$ cat config.mk
export PLATFORM = sky130hd
export DESIGN_NAME = led_engine_fade_power_button
export DESIGN_NICKNAME = d
export VERILOG_FILES = /design/src/verilog/led_engine_pkg.sv /design/src/verilog/led_engine_fade_power_button.sv
export VERILOG_INCLUDE_DIRS = /design/src /design/src/verilog
export SDC_FILE = /design/constraint.sdc
export NUM_CORES = 1
export LEC_CHECK = 0
export ABC_AREA = 1
export BUFFER_PORTS_ARGS = -buffer_cell sky130_fd_sc_hd__buf_2
export CORE_MARGIN = 3
export CORE_UTILIZATION = 50
export DETAILED_ROUTE_END_ITERATION = 6
export GPL_TIMING_DRIVEN = 0
export MAX_ROUTING_LAYER = met4
export PLACE_DENSITY = 0.71
export RECOVER_POWER = 25
export SLEW_MARGIN = 30
export SYNTH_ARGS = -nofsm -noshare
export SYNTH_HDL_FRONTEND = slang
export SYNTH_SLANG_ARGS = --single-unit
$ cat constraint.sdc
create_clock -name clk_sys -period 4.1 [get_ports clk_sys]
set_input_delay 1.025 -clock clk_sys [delete_from_list [all_inputs] [get_ports clk_sys]]
set_output_delay 1.025 -clock clk_sys [all_outputs]
set_load 0.05 [all_outputs]
$ cat src/verilog/led_engine_params.svh
`ifndef LED_ENGINE_PARAMS_SVH
`define LED_ENGINE_PARAMS_SVH

// Register offsets on the serial register port.
`define OFS_IDLE        8'h10
`define OFS_OFF_DELAY   8'h11
`define OFS_E1_ON       8'h12
`define OFS_E1_FADE     8'h13
`define OFS_E2_ON       8'h14
`define OFS_E2_FADE     8'h15
`define OFS_PWR_IDLE    8'h16
`define OFS_PWR_ON      8'h17
`define OFS_PWR_OFF     8'h18
`define OFS_PWR_FADE    8'h19
`define OFS_PULSE_W     8'h1A
`define OFS_PWR_MODE    8'h1B
`define OFS_MAP1        8'h0C
`define OFS_MAP2        8'h0D

// Mode register field positions.
`define BIT_TRANS_SEL   7
`define BIT_PEAK_SEL    6
`define BIT_BREATH_HI   5
`define BIT_WAVE_SEL    4
`define BIT_PB_EN       1
`define BIT_INVERT      0
`define MODE_RSVD_MASK  8'h0C

// Levels and reset values.
`define FULL_SCALE      8'hFF
`define RESET_VALUE     8'h00
`define PWM_PERIOD      8'hFF

// Timing: figures in their own unit, cycles derived at 50 MHz.
`define CLK_MHZ         50
`define STEP_E_US       500
`define STEP_P_US       250
`define UNIT_MS         1
`define DELAY_MS        256
`define CYC_500US       (`STEP_E_US * `CLK_MHZ)
`define CYC_250US       (`STEP_P_US * `CLK_MHZ)
`define CYC_1MS         (`UNIT_MS * 1000 * `CLK_MHZ)
`define MS_PER_DELAY    `DELAY_MS

`endif

$ cat src/verilog/led_engine_pkg.sv
`default_nettype none
package led_engine_pkg;
    // One register-port write or read request.
    typedef struct packed {
        logic       wr;
        logic       rd;
        logic [7:0] addr;
        logic [7:0] wdata;
    } reg_req_t;

    // Power-button engine sequence states.
    typedef enum logic [2:0] {
        PB_IDLE,
        PB_TOUCH,
        PB_PEAK,
        PB_BREATH,
        PB_BREATH_TIMED
    } pb_state_t;
endpackage
`default_nettype wire

$ cat src/verilog/led_engine_fade_power_button.sv
`timescale 1ns/1ps
`default_nettype none
`include "led_engine_params.svh"

module led_engine_fade_power_button
(
    // Clock and reset.
    input  wire logic                      clk_sys,
    input  wire logic                      nrst,
    // Register port.
    input  wire led_engine_pkg::reg_req_t  reg_req,
    output logic [7:0]                     reg_rdata,
    // Sensing and power state.
    input  wire logic [7:0]                touch_in,
    input  wire logic [7:0]                prox_in,
    input  wire logic                      system_power_state,
    input  wire logic                      power_pin_selected,
    input  wire logic                      pwm_tick,
    // Outputs.
    output logic [7:0]                     led_pwm_out,
    output logic                           power_on_pulse_out,
    output logic [7:0]                     level_one_out,
    output logic [7:0]                     level_two_out,
    output logic [7:0]                     level_pwr_out
);

    // ********************************************************************
    // Register file
    // ********************************************************************

    logic [7:0] idle_reg;      // Shared idle level.
    logic [7:0] delay_reg;     // Off delays, engine one high nibble.
    logic [7:0] on1_reg;       // Engine one on level.
    logic [7:0] fade1_reg;     // Engine one fade timing.
    logic [7:0] on2_reg;       // Engine two on level.
    logic [7:0] fade2_reg;     // Engine two fade timing.
    logic [7:0] pidle_reg;     // Power LED idle level.
    logic [7:0] pon_reg;       // Power LED on level.
    logic [7:0] poff_reg;      // Power LED off level.
    logic [7:0] pfade_reg;     // Power LED fade timing.
    logic [7:0] pulse_reg;     // Pulse duration.
    logic [7:0] mode_reg;      // Power LED mode control.
    logic [7:0] map1_reg;      // Channels on engine one.
    logic [7:0] map2_reg;      // Channels on engine two.
    logic       pstate_reg;    // Software-written power state.

    // Register writes; reserved mode bits are forced clear so a careless
    // write cannot enable undefined behaviour.
    always_ff @(posedge clk_sys or negedge nrst)
    begin
        if (!nrst)
        begin
            idle_reg   <= `RESET_VALUE;
            delay_reg  <= `RESET_VALUE;
            on1_reg    <= `RESET_VALUE;
            fade1_reg  <= `RESET_VALUE;
            on2_reg    <= `RESET_VALUE;
            fade2_reg  <= `RESET_VALUE;
            pidle_reg  <= `RESET_VALUE;
            pon_reg    <= `RESET_VALUE;
            poff_reg   <= `RESET_VALUE;
            pfade_reg  <= `RESET_VALUE;
            pulse_reg  <= `RESET_VALUE;
            mode_reg   <= `RESET_VALUE;
            map1_reg   <= `RESET_VALUE;
            map2_reg   <= `RESET_VALUE;
            pstate_reg <= 1'b0;
        end
        else if (reg_req.wr)
        begin
            case (reg_req.addr)
                `OFS_IDLE:      idle_reg  <= reg_req.wdata;
                `OFS_OFF_DELAY: delay_reg <= reg_req.wdata;
                `OFS_E1_ON:     on1_reg   <= reg_req.wdata;
                `OFS_E1_FADE:   fade1_reg <= reg_req.wdata;
                `OFS_E2_ON:     on2_reg   <= reg_req.wdata;
                `OFS_E2_FADE:   fade2_reg <= reg_req.wdata;
                `OFS_PWR_IDLE:  pidle_reg <= reg_req.wdata;
                `OFS_PWR_ON:    pon_reg   <= reg_req.wdata;
                `OFS_PWR_OFF:   poff_reg  <= reg_req.wdata;
                `OFS_PWR_FADE:  pfade_reg <= reg_req.wdata;
                `OFS_PULSE_W:   pulse_reg <= reg_req.wdata;
                `OFS_PWR_MODE:  mode_reg  <= reg_req.wdata & ~`MODE_RSVD_MASK;
                `OFS_MAP1:      map1_reg  <= reg_req.wdata;
                `OFS_MAP2:      map2_reg  <= reg_req.wdata;
                8'h07:          pstate_reg <= reg_req.wdata[4];
                default:        idle_reg  <= idle_reg;
            endcase
        end
    end

    // Power state comes from the pin when so configured.
    logic pstate;
    assign pstate = power_pin_selected ? system_power_state : pstate_reg;

    // Engine levels, copied to the level outputs; not readable on the register port.
    logic [7:0] lvl1_reg;
    logic [7:0] lvl2_reg;
    logic [7:0] lvlp_reg;

    // Registered readback; unmapped addresses read zero.
    always_ff @(posedge clk_sys or negedge nrst)
    begin
        if (!nrst)
            reg_rdata <= `RESET_VALUE;
        else if (reg_req.rd)
        begin
            case (reg_req.addr)
                `OFS_IDLE:      reg_rdata <= idle_reg;
                `OFS_OFF_DELAY: reg_rdata <= delay_reg;
                `OFS_E1_ON:     reg_rdata <= on1_reg;
                `OFS_E1_FADE:   reg_rdata <= fade1_reg;
                `OFS_E2_ON:     reg_rdata <= on2_reg;
                `OFS_E2_FADE:   reg_rdata <= fade2_reg;
                `OFS_PWR_IDLE:  reg_rdata <= pidle_reg;
                `OFS_PWR_ON:    reg_rdata <= pon_reg;
                `OFS_PWR_OFF:   reg_rdata <= poff_reg;
                `OFS_PWR_FADE:  reg_rdata <= pfade_reg;
                `OFS_PULSE_W:   reg_rdata <= pulse_reg;
                `OFS_PWR_MODE:  reg_rdata <= mode_reg;
                `OFS_MAP1:      reg_rdata <= map1_reg;
                `OFS_MAP2:      reg_rdata <= map2_reg;
                8'h07:          reg_rdata <= {3'h0, pstate, 4'h0};
                default:        reg_rdata <= `RESET_VALUE;
            endcase
        end
    end

    // ********************************************************************
    // Timebase
    // ********************************************************************

    // Shared 250 us, 500 us and 1 ms enable pulses from one divider.
    logic [15:0] div_reg;
    logic        tick_250;
    logic        tick_500;
    logic        tick_1ms;
    logic [1:0]  sub_reg;

    always_ff @(posedge clk_sys or negedge nrst)
    begin
        if (!nrst)
        begin
            div_reg <= 16'h0000;
            sub_reg <= 2'h0;
        end
        else if (div_reg == 16'(`CYC_250US - 1))
        begin
            div_reg <= 16'h0000;
            sub_reg <= sub_reg + 2'h1;
        end
        else
            div_reg <= div_reg + 16'h0001;
    end

    assign tick_250 = (div_reg == 16'(`CYC_250US - 1));
    assign tick_500 = tick_250 && sub_reg[0];
    assign tick_1ms = tick_250 && (sub_reg == 2'h3);

    // ********************************************************************
    // General engines
    // ********************************************************************

    // Target for a general engine: touch wins over proximity over idle.
    function automatic logic [7:0] gen_target(input logic t, input logic p,
                                              input logic [7:0] on_lvl,
                                              input logic [7:0] idl);
        logic [7:0] inv_on;
        inv_on = mode_reg[`BIT_INVERT] ? (`FULL_SCALE - on_lvl) : on_lvl;
        if (t)
            gen_target = inv_on;
        else if (p)
            gen_target = on_lvl;
        else
            gen_target = idl;
    endfunction

    // One unit toward target; no change when equal.
    function automatic logic [7:0] step_to(input logic [7:0] cur, input logic [7:0] tgt);
        if (cur < tgt)
            step_to = cur + 8'h01;
        else if (cur > tgt)
            step_to = cur - 8'h01;
        else
            step_to = cur;
    endfunction

    logic [7:0] t1_in;
    logic [7:0] t2_in;
    logic       act1;
    logic       act2;
    logic       prx1;
    logic       prx2;
    assign t1_in = touch_in & map1_reg;
    assign t2_in = touch_in & map2_reg;
    assign act1  = |t1_in;
    assign act2  = |t2_in;
    assign prx1  = |prox_in;
    assign prx2  = |prox_in;

    logic [7:0] tgt1;
    logic [7:0] tgt2;
    assign tgt1 = gen_target(act1, prx1, on1_reg, idle_reg);
    assign tgt2 = gen_target(act2, prx2, on2_reg, idle_reg);

    // Per-engine views; the counters live in each engine's own scope below so that
    // every counter has exactly one driving process.
    logic [7:0]  tgt_g   [2];
    logic [3:0]  nib_d   [2];
    logic [7:0]  fade_g  [2];
    logic        act_g   [2];

    assign tgt_g[0]  = tgt1;
    assign tgt_g[1]  = tgt2;
    assign nib_d[0]  = delay_reg[7:4];
    assign nib_d[1]  = delay_reg[3:0];
    assign fade_g[0] = fade1_reg;
    assign fade_g[1] = fade2_reg;
    assign act_g[0]  = act1 | prx1;
    assign act_g[1]  = act2 | prx2;

    logic [7:0] lvl_g [2];
    assign lvl_g[0] = lvl1_reg;
    assign lvl_g[1] = lvl2_reg;

    logic [7:0] lvl_next [2];

    for (genvar g = 0; g < 2; g++)
    begin : gen_eng
        // Rising toward target uses fade-in nibble, falling the fade-out.
        logic        rising;
        logic [11:0] dly_reg;   // Off-delay remaining in ms.
        logic [3:0]  stp_reg;   // Steps of 500 us left in current unit.
        logic        was_act;   // Last cycle had touch or proximity.
        assign rising = tgt_g[g] > lvl_g[g];

        always_ff @(posedge clk_sys or negedge nrst)
        begin
            if (!nrst)
            begin
                dly_reg <= 12'h000;
                stp_reg <= 4'h0;
                was_act <= 1'b0;
            end
            else
            begin
                was_act <= act_g[g];
                if (was_act && !act_g[g])
                    dly_reg <= 12'(nib_d[g]) * 12'(`MS_PER_DELAY);
                else if (act_g[g])
                    dly_reg <= 12'h000;
                else if (tick_1ms && dly_reg != 12'h000)
                    dly_reg <= dly_reg - 12'h001;
                if (tick_500)
                begin
                    if (stp_reg == 4'h0)
                        stp_reg <= rising ? fade_g[g][7:4] : fade_g[g][3:0];
                    else
                        stp_reg <= stp_reg - 4'h1;
                end
            end
        end

        // A level moves one unit per step interval, after any off delay.
        assign lvl_next[g] = (tick_500 && stp_reg == 4'h0 && dly_reg == 12'h000)
                             ? step_to(lvl_g[g], tgt_g[g]) : lvl_g[g];
    end

    always_ff @(posedge clk_sys or negedge nrst)
    begin
        if (!nrst)
        begin
            lvl1_reg <= `RESET_VALUE;
            lvl2_reg <= `RESET_VALUE;
        end
        else
        begin
            lvl1_reg <= lvl_next[0];
            lvl2_reg <= lvl_next[1];
        end
    end

    // ********************************************************************
    // Power-button engine
    // ********************************************************************

    led_engine_pkg::pb_state_t pb_reg;
    logic [7:0] ptgt;          // Current power LED target.
    logic [7:0] pstep_reg;     // 250 us ticks left in step.
    logic [8:0] ptime_reg;     // Ms left for timed phases.
    logic       bdir_reg;      // Breathing direction, high when rising.
    logic       pb_touch;
    logic       pb_touch_d;
    logic [7:0] peak;
    logic [7:0] bhi;
    logic       pstate_d;
    logic       seq_pwr_reg;   // Peak phase was started by a power-state change.

    assign pb_touch = touch_in[7] && mode_reg[`BIT_PB_EN];
    assign peak = mode_reg[`BIT_PEAK_SEL] ? `FULL_SCALE : pon_reg;
    assign bhi  = mode_reg[`BIT_BREATH_HI] ? pon_reg : pidle_reg;

    // Sequencer: a touch on the power button starts the timed sequence.
    always_ff @(posedge clk_sys or negedge nrst)
    begin
        if (!nrst)
        begin
            pb_reg     <= led_engine_pkg::PB_IDLE;
            ptime_reg  <= 9'h000;
            bdir_reg   <= 1'b0;
            pb_touch_d <= 1'b0;
            pstate_d   <= 1'b0;
            seq_pwr_reg <= 1'b0;
        end
        else
        begin
            pb_touch_d <= pb_touch;
            pstate_d   <= pstate;
            if (tick_1ms && ptime_reg != 9'h000)
                ptime_reg <= ptime_reg - 9'h001;
            if (lvlp_reg == ptgt)
                bdir_reg <= ~bdir_reg;
            case (pb_reg)
                led_engine_pkg::PB_IDLE:
                begin
                    if (pb_touch && !pb_touch_d)
                    begin
                        ptime_reg <= {1'b0, pulse_reg} + 9'h001;
                        seq_pwr_reg <= 1'b0;
                        if (mode_reg[`BIT_WAVE_SEL])
                            pb_reg <= led_engine_pkg::PB_PEAK;
                        else
                            pb_reg <= led_engine_pkg::PB_BREATH_TIMED;
                    end
                    else if (pstate_d && !pstate)
                    begin
                        ptime_reg <= {1'b0, pulse_reg} + 9'h001;
                        seq_pwr_reg <= 1'b1;
                        if (mode_reg[`BIT_TRANS_SEL] && pstate_d)
                            pb_reg <= led_engine_pkg::PB_PEAK;
                        else
                            pb_reg <= led_engine_pkg::PB_BREATH;
                    end
                    else if (touch_in[7] && !mode_reg[`BIT_PB_EN])
                        pb_reg <= led_engine_pkg::PB_TOUCH;
                end
                led_engine_pkg::PB_TOUCH:
                    if (!touch_in[7])
                        pb_reg <= led_engine_pkg::PB_IDLE;
                led_engine_pkg::PB_PEAK:
                    if (ptime_reg == 9'h000)
                        // A power-state peak goes on to breathe; a button peak
                        // settles back to idle whatever the waveform bit says.
                        pb_reg <= seq_pwr_reg ? led_engine_pkg::PB_BREATH
                                              : led_engine_pkg::PB_IDLE;
                led_engine_pkg::PB_BREATH:
                    if (pstate)
                        pb_reg <= led_engine_pkg::PB_IDLE;
                led_engine_pkg::PB_BREATH_TIMED:
                    if (ptime_reg == 9'h000)
                        pb_reg <= led_engine_pkg::PB_IDLE;
                default:
                    pb_reg <= led_engine_pkg::PB_IDLE;
            endcase
        end
    end

    // Target level by state.
    always_comb
    begin
        case (pb_reg)
            led_engine_pkg::PB_TOUCH:        ptgt = mode_reg[`BIT_INVERT] ? (`FULL_SCALE - pon_reg) : pon_reg;
            led_engine_pkg::PB_PEAK:         ptgt = peak;
            led_engine_pkg::PB_BREATH,
            led_engine_pkg::PB_BREATH_TIMED: ptgt = bdir_reg ? bhi : poff_reg;
            default:                         ptgt = pidle_reg;
        endcase
    end

    // Power LED stepping at (n+1) * 250 us per unit.
    always_ff @(posedge clk_sys or negedge nrst)
    begin
        if (!nrst)
        begin
            pstep_reg <= 8'h00;
            lvlp_reg  <= `RESET_VALUE;
        end
        else if (tick_250)
        begin
            if (pstep_reg == 8'h00)
            begin
                pstep_reg <= pfade_reg;
                lvlp_reg  <= step_to(lvlp_reg, ptgt);
            end
            else
                pstep_reg <= pstep_reg - 8'h01;
        end
    end

    // Power-on pulse lasts (n+1) ms from the button press.
    logic [8:0] pulse_cnt;
    always_ff @(posedge clk_sys or negedge nrst)
    begin
        if (!nrst)
        begin
            pulse_cnt          <= 9'h000;
            power_on_pulse_out <= 1'b0;
        end
        else
        begin
            if (pb_touch && !pb_touch_d)
                pulse_cnt <= {1'b0, pulse_reg} + 9'h001;
            else if (tick_1ms && pulse_cnt != 9'h000)
                pulse_cnt <= pulse_cnt - 9'h001;
            power_on_pulse_out <= (pulse_cnt != 9'h000);
        end
    end

    // ********************************************************************
    // PWM output
    // ********************************************************************

    // Duty comparison against a 255-clock LED period.
    logic [7:0] pwm_cnt;
    always_ff @(posedge clk_sys or negedge nrst)
    begin
        if (!nrst)
        begin
            pwm_cnt     <= 8'h00;
            led_pwm_out <= 8'h00;
        end
        else if (pwm_tick)
        begin
            pwm_cnt <= (pwm_cnt == `PWM_PERIOD - 8'h01) ? 8'h00 : pwm_cnt + 8'h01;
            for (int c = 0; c < 8; c++)
                led_pwm_out[c] <= (c == 7 && mode_reg[`BIT_PB_EN]) ? (pwm_cnt < lvlp_reg)
                                : ((map1_reg[c] && pwm_cnt < lvl1_reg) ||
                                   (map2_reg[c] && pwm_cnt < lvl2_reg));
        end
    end

    always_ff @(posedge clk_sys or negedge nrst)
    begin
        if (!nrst)
        begin
            level_one_out <= 8'h00;
            level_two_out <= 8'h00;
            level_pwr_out <= 8'h00;
        end
        else
        begin
            level_one_out <= lvl1_reg;
            level_two_out <= lvl2_reg;
            level_pwr_out <= lvlp_reg;
        end
    end

    // ********************************************************************
    // Checks
    // ********************************************************************

    step_one_a: assert property (@(posedge clk_sys) disable iff (!nrst)
        (lvl1_reg != $past(lvl1_reg)) |-> $past(tick_500))
        else $error("level moved off tick");
    step_unit_a: assert property (@(posedge clk_sys) disable iff (!nrst)
        ((lvlp_reg - $past(lvlp_reg)) == 8'h01) || (($past(lvlp_reg) - lvlp_reg) <= 8'h01))
        else $error("step not one");
    pulse_gate_a: assert property (@(posedge clk_sys) disable iff (!nrst)
        $rose(pulse_cnt != 9'h000) |-> $past(mode_reg[`BIT_PB_EN]))
        else $error("pulse without enable");
    rsvd_zero_a: assert property (@(posedge clk_sys) disable iff (!nrst)
        (mode_reg & `MODE_RSVD_MASK) == 8'h00)
        else $error("reserved set");
    delay_load_a: assert property (@(posedge clk_sys) disable iff (!nrst)
        (gen_eng[0].was_act && !act_g[0])
        |=> gen_eng[0].dly_reg == 12'(delay_reg[7:4]) * 12'(`MS_PER_DELAY))
        else $error("delay load");
    restart_a: assert property (@(posedge clk_sys) disable iff (!nrst)
        act_g[0] |=> gen_eng[0].dly_reg == 12'h000)
        else $error("no restart");
    pulse_out_a: assert property (@(posedge clk_sys) disable iff (!nrst)
        (pulse_cnt != 9'h000) |=> power_on_pulse_out)
        else $error("pulse out");
    peak_sel_a: assert property (@(posedge clk_sys) disable iff (!nrst)
        (pb_reg == led_engine_pkg::PB_PEAK && mode_reg[`BIT_PEAK_SEL]) |-> ptgt == `FULL_SCALE)
        else $error("peak");
    cv_pulse_c: cover property (@(posedge clk_sys) disable iff (!nrst) $rose(power_on_pulse_out));
    cv_breath_c: cover property (@(posedge clk_sys) disable iff (!nrst) pb_reg == led_engine_pkg::PB_BREATH);
    cv_fade_c: cover property (@(posedge clk_sys) disable iff (!nrst) lvl1_reg == on1_reg && act1);

endmodule

`default_nettype wire

==> results.yml <==
pwr:
  p_leak_nw: 8.84
  ir_worst_vdd_uv: 265
  p_total_mw: 7.64
  power.density_nw_per_um2: 426
critical_path:
  path_buf_inv: 4
  cp_common_cell: "o21ai_0"
  worstPathMaxFanout: 10
  cpMaxStageDelayCell: "ha_1"
  critPathArrivalTime_ps: 4390
  cpPeakStageDelay_ps: 320
  path_delay_family: "simple AND/OR/NAND/NOR gates"
  setup.worst_path.start: "touch_in[0]"
  critPathKind: "input port to register"
  start_kind: "input port"
  critical_path_required_ps: 4530
  r2r-start: "map2_reg[0]"
  endpoint_kind: "register"
  path_cells: "buf_2 -> a22o_1 -> nor2_1 -> nand2_2 -> inv_2 -> clkbuf_4 -> o21ai_0 -> o21ai_1 -> ha_1 -> nand2_1 -> nor2_1 -> nor3_2 -> nand2_4 -> buf_4 -> ha_1 -> nand3_1 -> nand3_1 -> a21oi_1 -> o21ai_0 -> xor2_1 -> nand2_1 -> o21ai_0"
finish:
  multi_input_area_um2: 8100
  largest_register_ffs: 24
  fin_nets: 2339
  seq_area_um2: 6730
  synthToLayoutAreaGrowth_pct: 13.1
  fillCellCount: 2855
  drive_above_1_share: 0.107
worst_hold_path:
  worstHoldStart: "lvl2_reg[7]"
  hp-class: "register to register"
grt:
  grt_use_met3: 0.0407
  grt_overflow: 0
  groute.usage.overall: 0.279
  grt_max_degree: 81
  top_usage_layer: "met2"
  grt_pass1_vias: 14200
  grt_use_met1: 0.371
  grt_use_met2: 0.445
  grt_pass1_wl_um: 74000
  antenna_found_initial: 1
sta:
  fmax_mhz: 253
  setup-violations-final: 0
  worst_pin_slew_ps: 1750
  hold_viol: 0
  period_share: 0.964
  skew_ps: 13.7
  maxSlewViolCount: 194
  slew_headroom: -0.164
  rsz0062_at_grt: "true"
  period_minus_slack_ps: 3950
  setup_tns_ps: 0
synth:
  synth_area_leaders: "dfrtp_1, nand2_1, o21ai_0"
  synth_top_cell_area_share: 0.424
  netlist_area_um2: 15900
  synth_seq_cells: 269
  async_reset_ff_frac: 1.00
  synth_cell_types: 55
  netlist_instances: 2100
  synth_enable_flop_cells: 0
  syn_nets: 2218
  yosysWarnings: 0
  synth_top_area_cell: "dfrtp_1"
  yosysSeqAreaShare: 0.424
  synth_area_per_cell_um2: 7.55
  synth-main-ff-cell: "dfrtp_1"
run_status:
  violations: "max-capacitance violations, max-slew violations"
  outcome: "finished with violations"
run:
  maxCapViolations: 3
clock_tree:
  clock_path_buffers: 3
  clk_pin_slew_ps: 60
  tritoncts: "done"
  clock-root-buffer: "clkbuf_16"
  cts_hold_buffers: 0
  htree_levels: 1
  cts_buffers: 30
  clk-insertion-delay-late_ps: 570
  cts.sinks: 269
route:
  ant_nets: 0
  wl_per_cell_um: 17.3
  firstDrtPassIters: 5
  viasPerCell: 5.55
  drc: 0
  drt-initial-drc-count: 1178
  vias: 14700
  wl_um: 45700
placed_design:
  place.port_buffers: 78
  dp_hpwl_um: 34400
  place_congestion: 1.03
floorplan:
  die_area_um2: 33900
  std_cell_rows: 64
  io-pin-count: 80
  dieWidth_um: 184
  core_area_um2: 30900
  die_h_um: 184
  initial_utilization: 0.513
==> cells in the final DEF, fill, tap and decap left out, drive strengths merged, types with 4 or more instances in the layout <==
master and count:
a21boi 6, a21oi 79, a31oi 11, buf 107, clkbuf 66, clkinv 9, clkinvlp 5, dfrtp 269
ha 76, inv 226, nand2 650, nand3 112, nand4 40, nor2 185, nor3 39, o211ai 13
o21a 4, o21ai 238, o22ai 9, or2 5, xnor2 17, xor2 43
==> synth_stat cells, types with 6 or more instances <==
cell and instances:
a31oi_1 11, clkbuf_1 26, buf_2 17, nor2_1 172
ha_1 76, nand2_1 637, inv_2 9, a21oi_1 79
xor2_1 43, o21ai_1 42, inv_1 213, xnor2_1 17
nand2_2 11, o22ai_1 9, nand3_1 106, nor2_4 7
nand4_1 40, nor3_2 6, o211ai_1 13, dfrtp_1 269
nor2_2 6, nor3_1 29, o21ai_0 196
==> cell type report <==
cell class              instances  share of cell area
clock inverters                18              0.0109
clock buffers                  38              0.0469
inverters                     225              0.0472
flip-flops and latches        269               0.375
well taps                     396              0.0276
multi-input cells            1560               0.452
repair buffers                 91              0.0280
diodes                          1            0.000139
plain buffers                  44              0.0122
==> logic make-up after synthesis <==
family                     synth area share
AOI/OAI and AO/OA                     0.128
xor gates and xnor gates             0.0331
adders and majority gates            0.0638
buffers and inverters                0.0671
DFF                                   0.424
muxes                               0.00134
and+or+nand+nor                       0.283
==> final timing paths <==
path | to | slack, ps | cells past startpoint
worst max-delay path | lvl2_reg[6] | 150 | 22
worst min-delay path | level_two_out[7] | 460 | 0
worst max register to register | lvl2_reg[6] | 220 | 21
worst min register to register | level_two_out[7] | 460 | 0
max in group asynchronous | map2_reg[1] | 840 | 2
min in group asynchronous | level_one_out[0] | 890 | 1
==> worst register-to-register path, cell delays in order (launching register included) <==
cell	delay (ps)
dfrtp_1	440
a22o_1	250
nor2_1	130
nand2_2	170
inv_2	140
clkbuf_4	190
o21ai_0	90
o21ai_1	190
ha_1	300
nand2_1	90
nor2_1	60
nor3_2	280
nand2_4	140
buf_4	160
ha_1	320
nand3_1	100
nand3_1	110
a21oi_1	150
o21ai_0	110
xor2_1	150
nand2_1	70
o21ai_0	80
==> where the power goes <==
| group | leakage (nW) | internal [mW] | total [mW] | switching, mW |
|---|---|---|---|---|
| combinational | 4.86 | 0.640 | 1.77 | 1.13 |
| clock | 0.499 | 1.65 | 2.82 | 1.17 |
| sequential | 3.48 | 2.83 | 3.05 | 0.219 |
| total | 8.84 | 5.12 | 7.64 | 2.52 |
==> timing repair <==
| item | in CTS | in global routing |
|---|---|---|
| cloned | 0 | 0 |
| hold endpoints to repair | 0 | 0 |
| setup endpoints to repair | 13 | 18 |
| pin swaps | 3 | 2 |
| buffers inserted | 6 | 4 |
| resized for setup | 7 | 20 |
==> layer usage <==
metal  part of all wire  vias to the layer above  routed length (um)
li1                   -                     7130                   -
met1               0.43                     6933               19800
met2               0.46                      495               21100
met3              0.070                       99                3210
met4              0.033                        0                1510
met5                  0                        -                   0
==> metrics by stage <==
stage / util / cell area, um^2 / cells / hold slack, ps / worst slack [ps]
floorplan: - / 15900 / 2100 / 400 / 34.6
detailed placement: 0.545 / 16800 / 2577 / 450 / -919
global route: 0.580 / 17900 / 2642 / 467 / -33.0
global placement: 0.542 / 16700 / 2574 / 442 / -3000
CTS: 0.580 / 17900 / 2638 / 406 / 18.7
finish: 0.580 / 17900 / 2642 / 461 / 146
(Power assumes the default switching activity.)
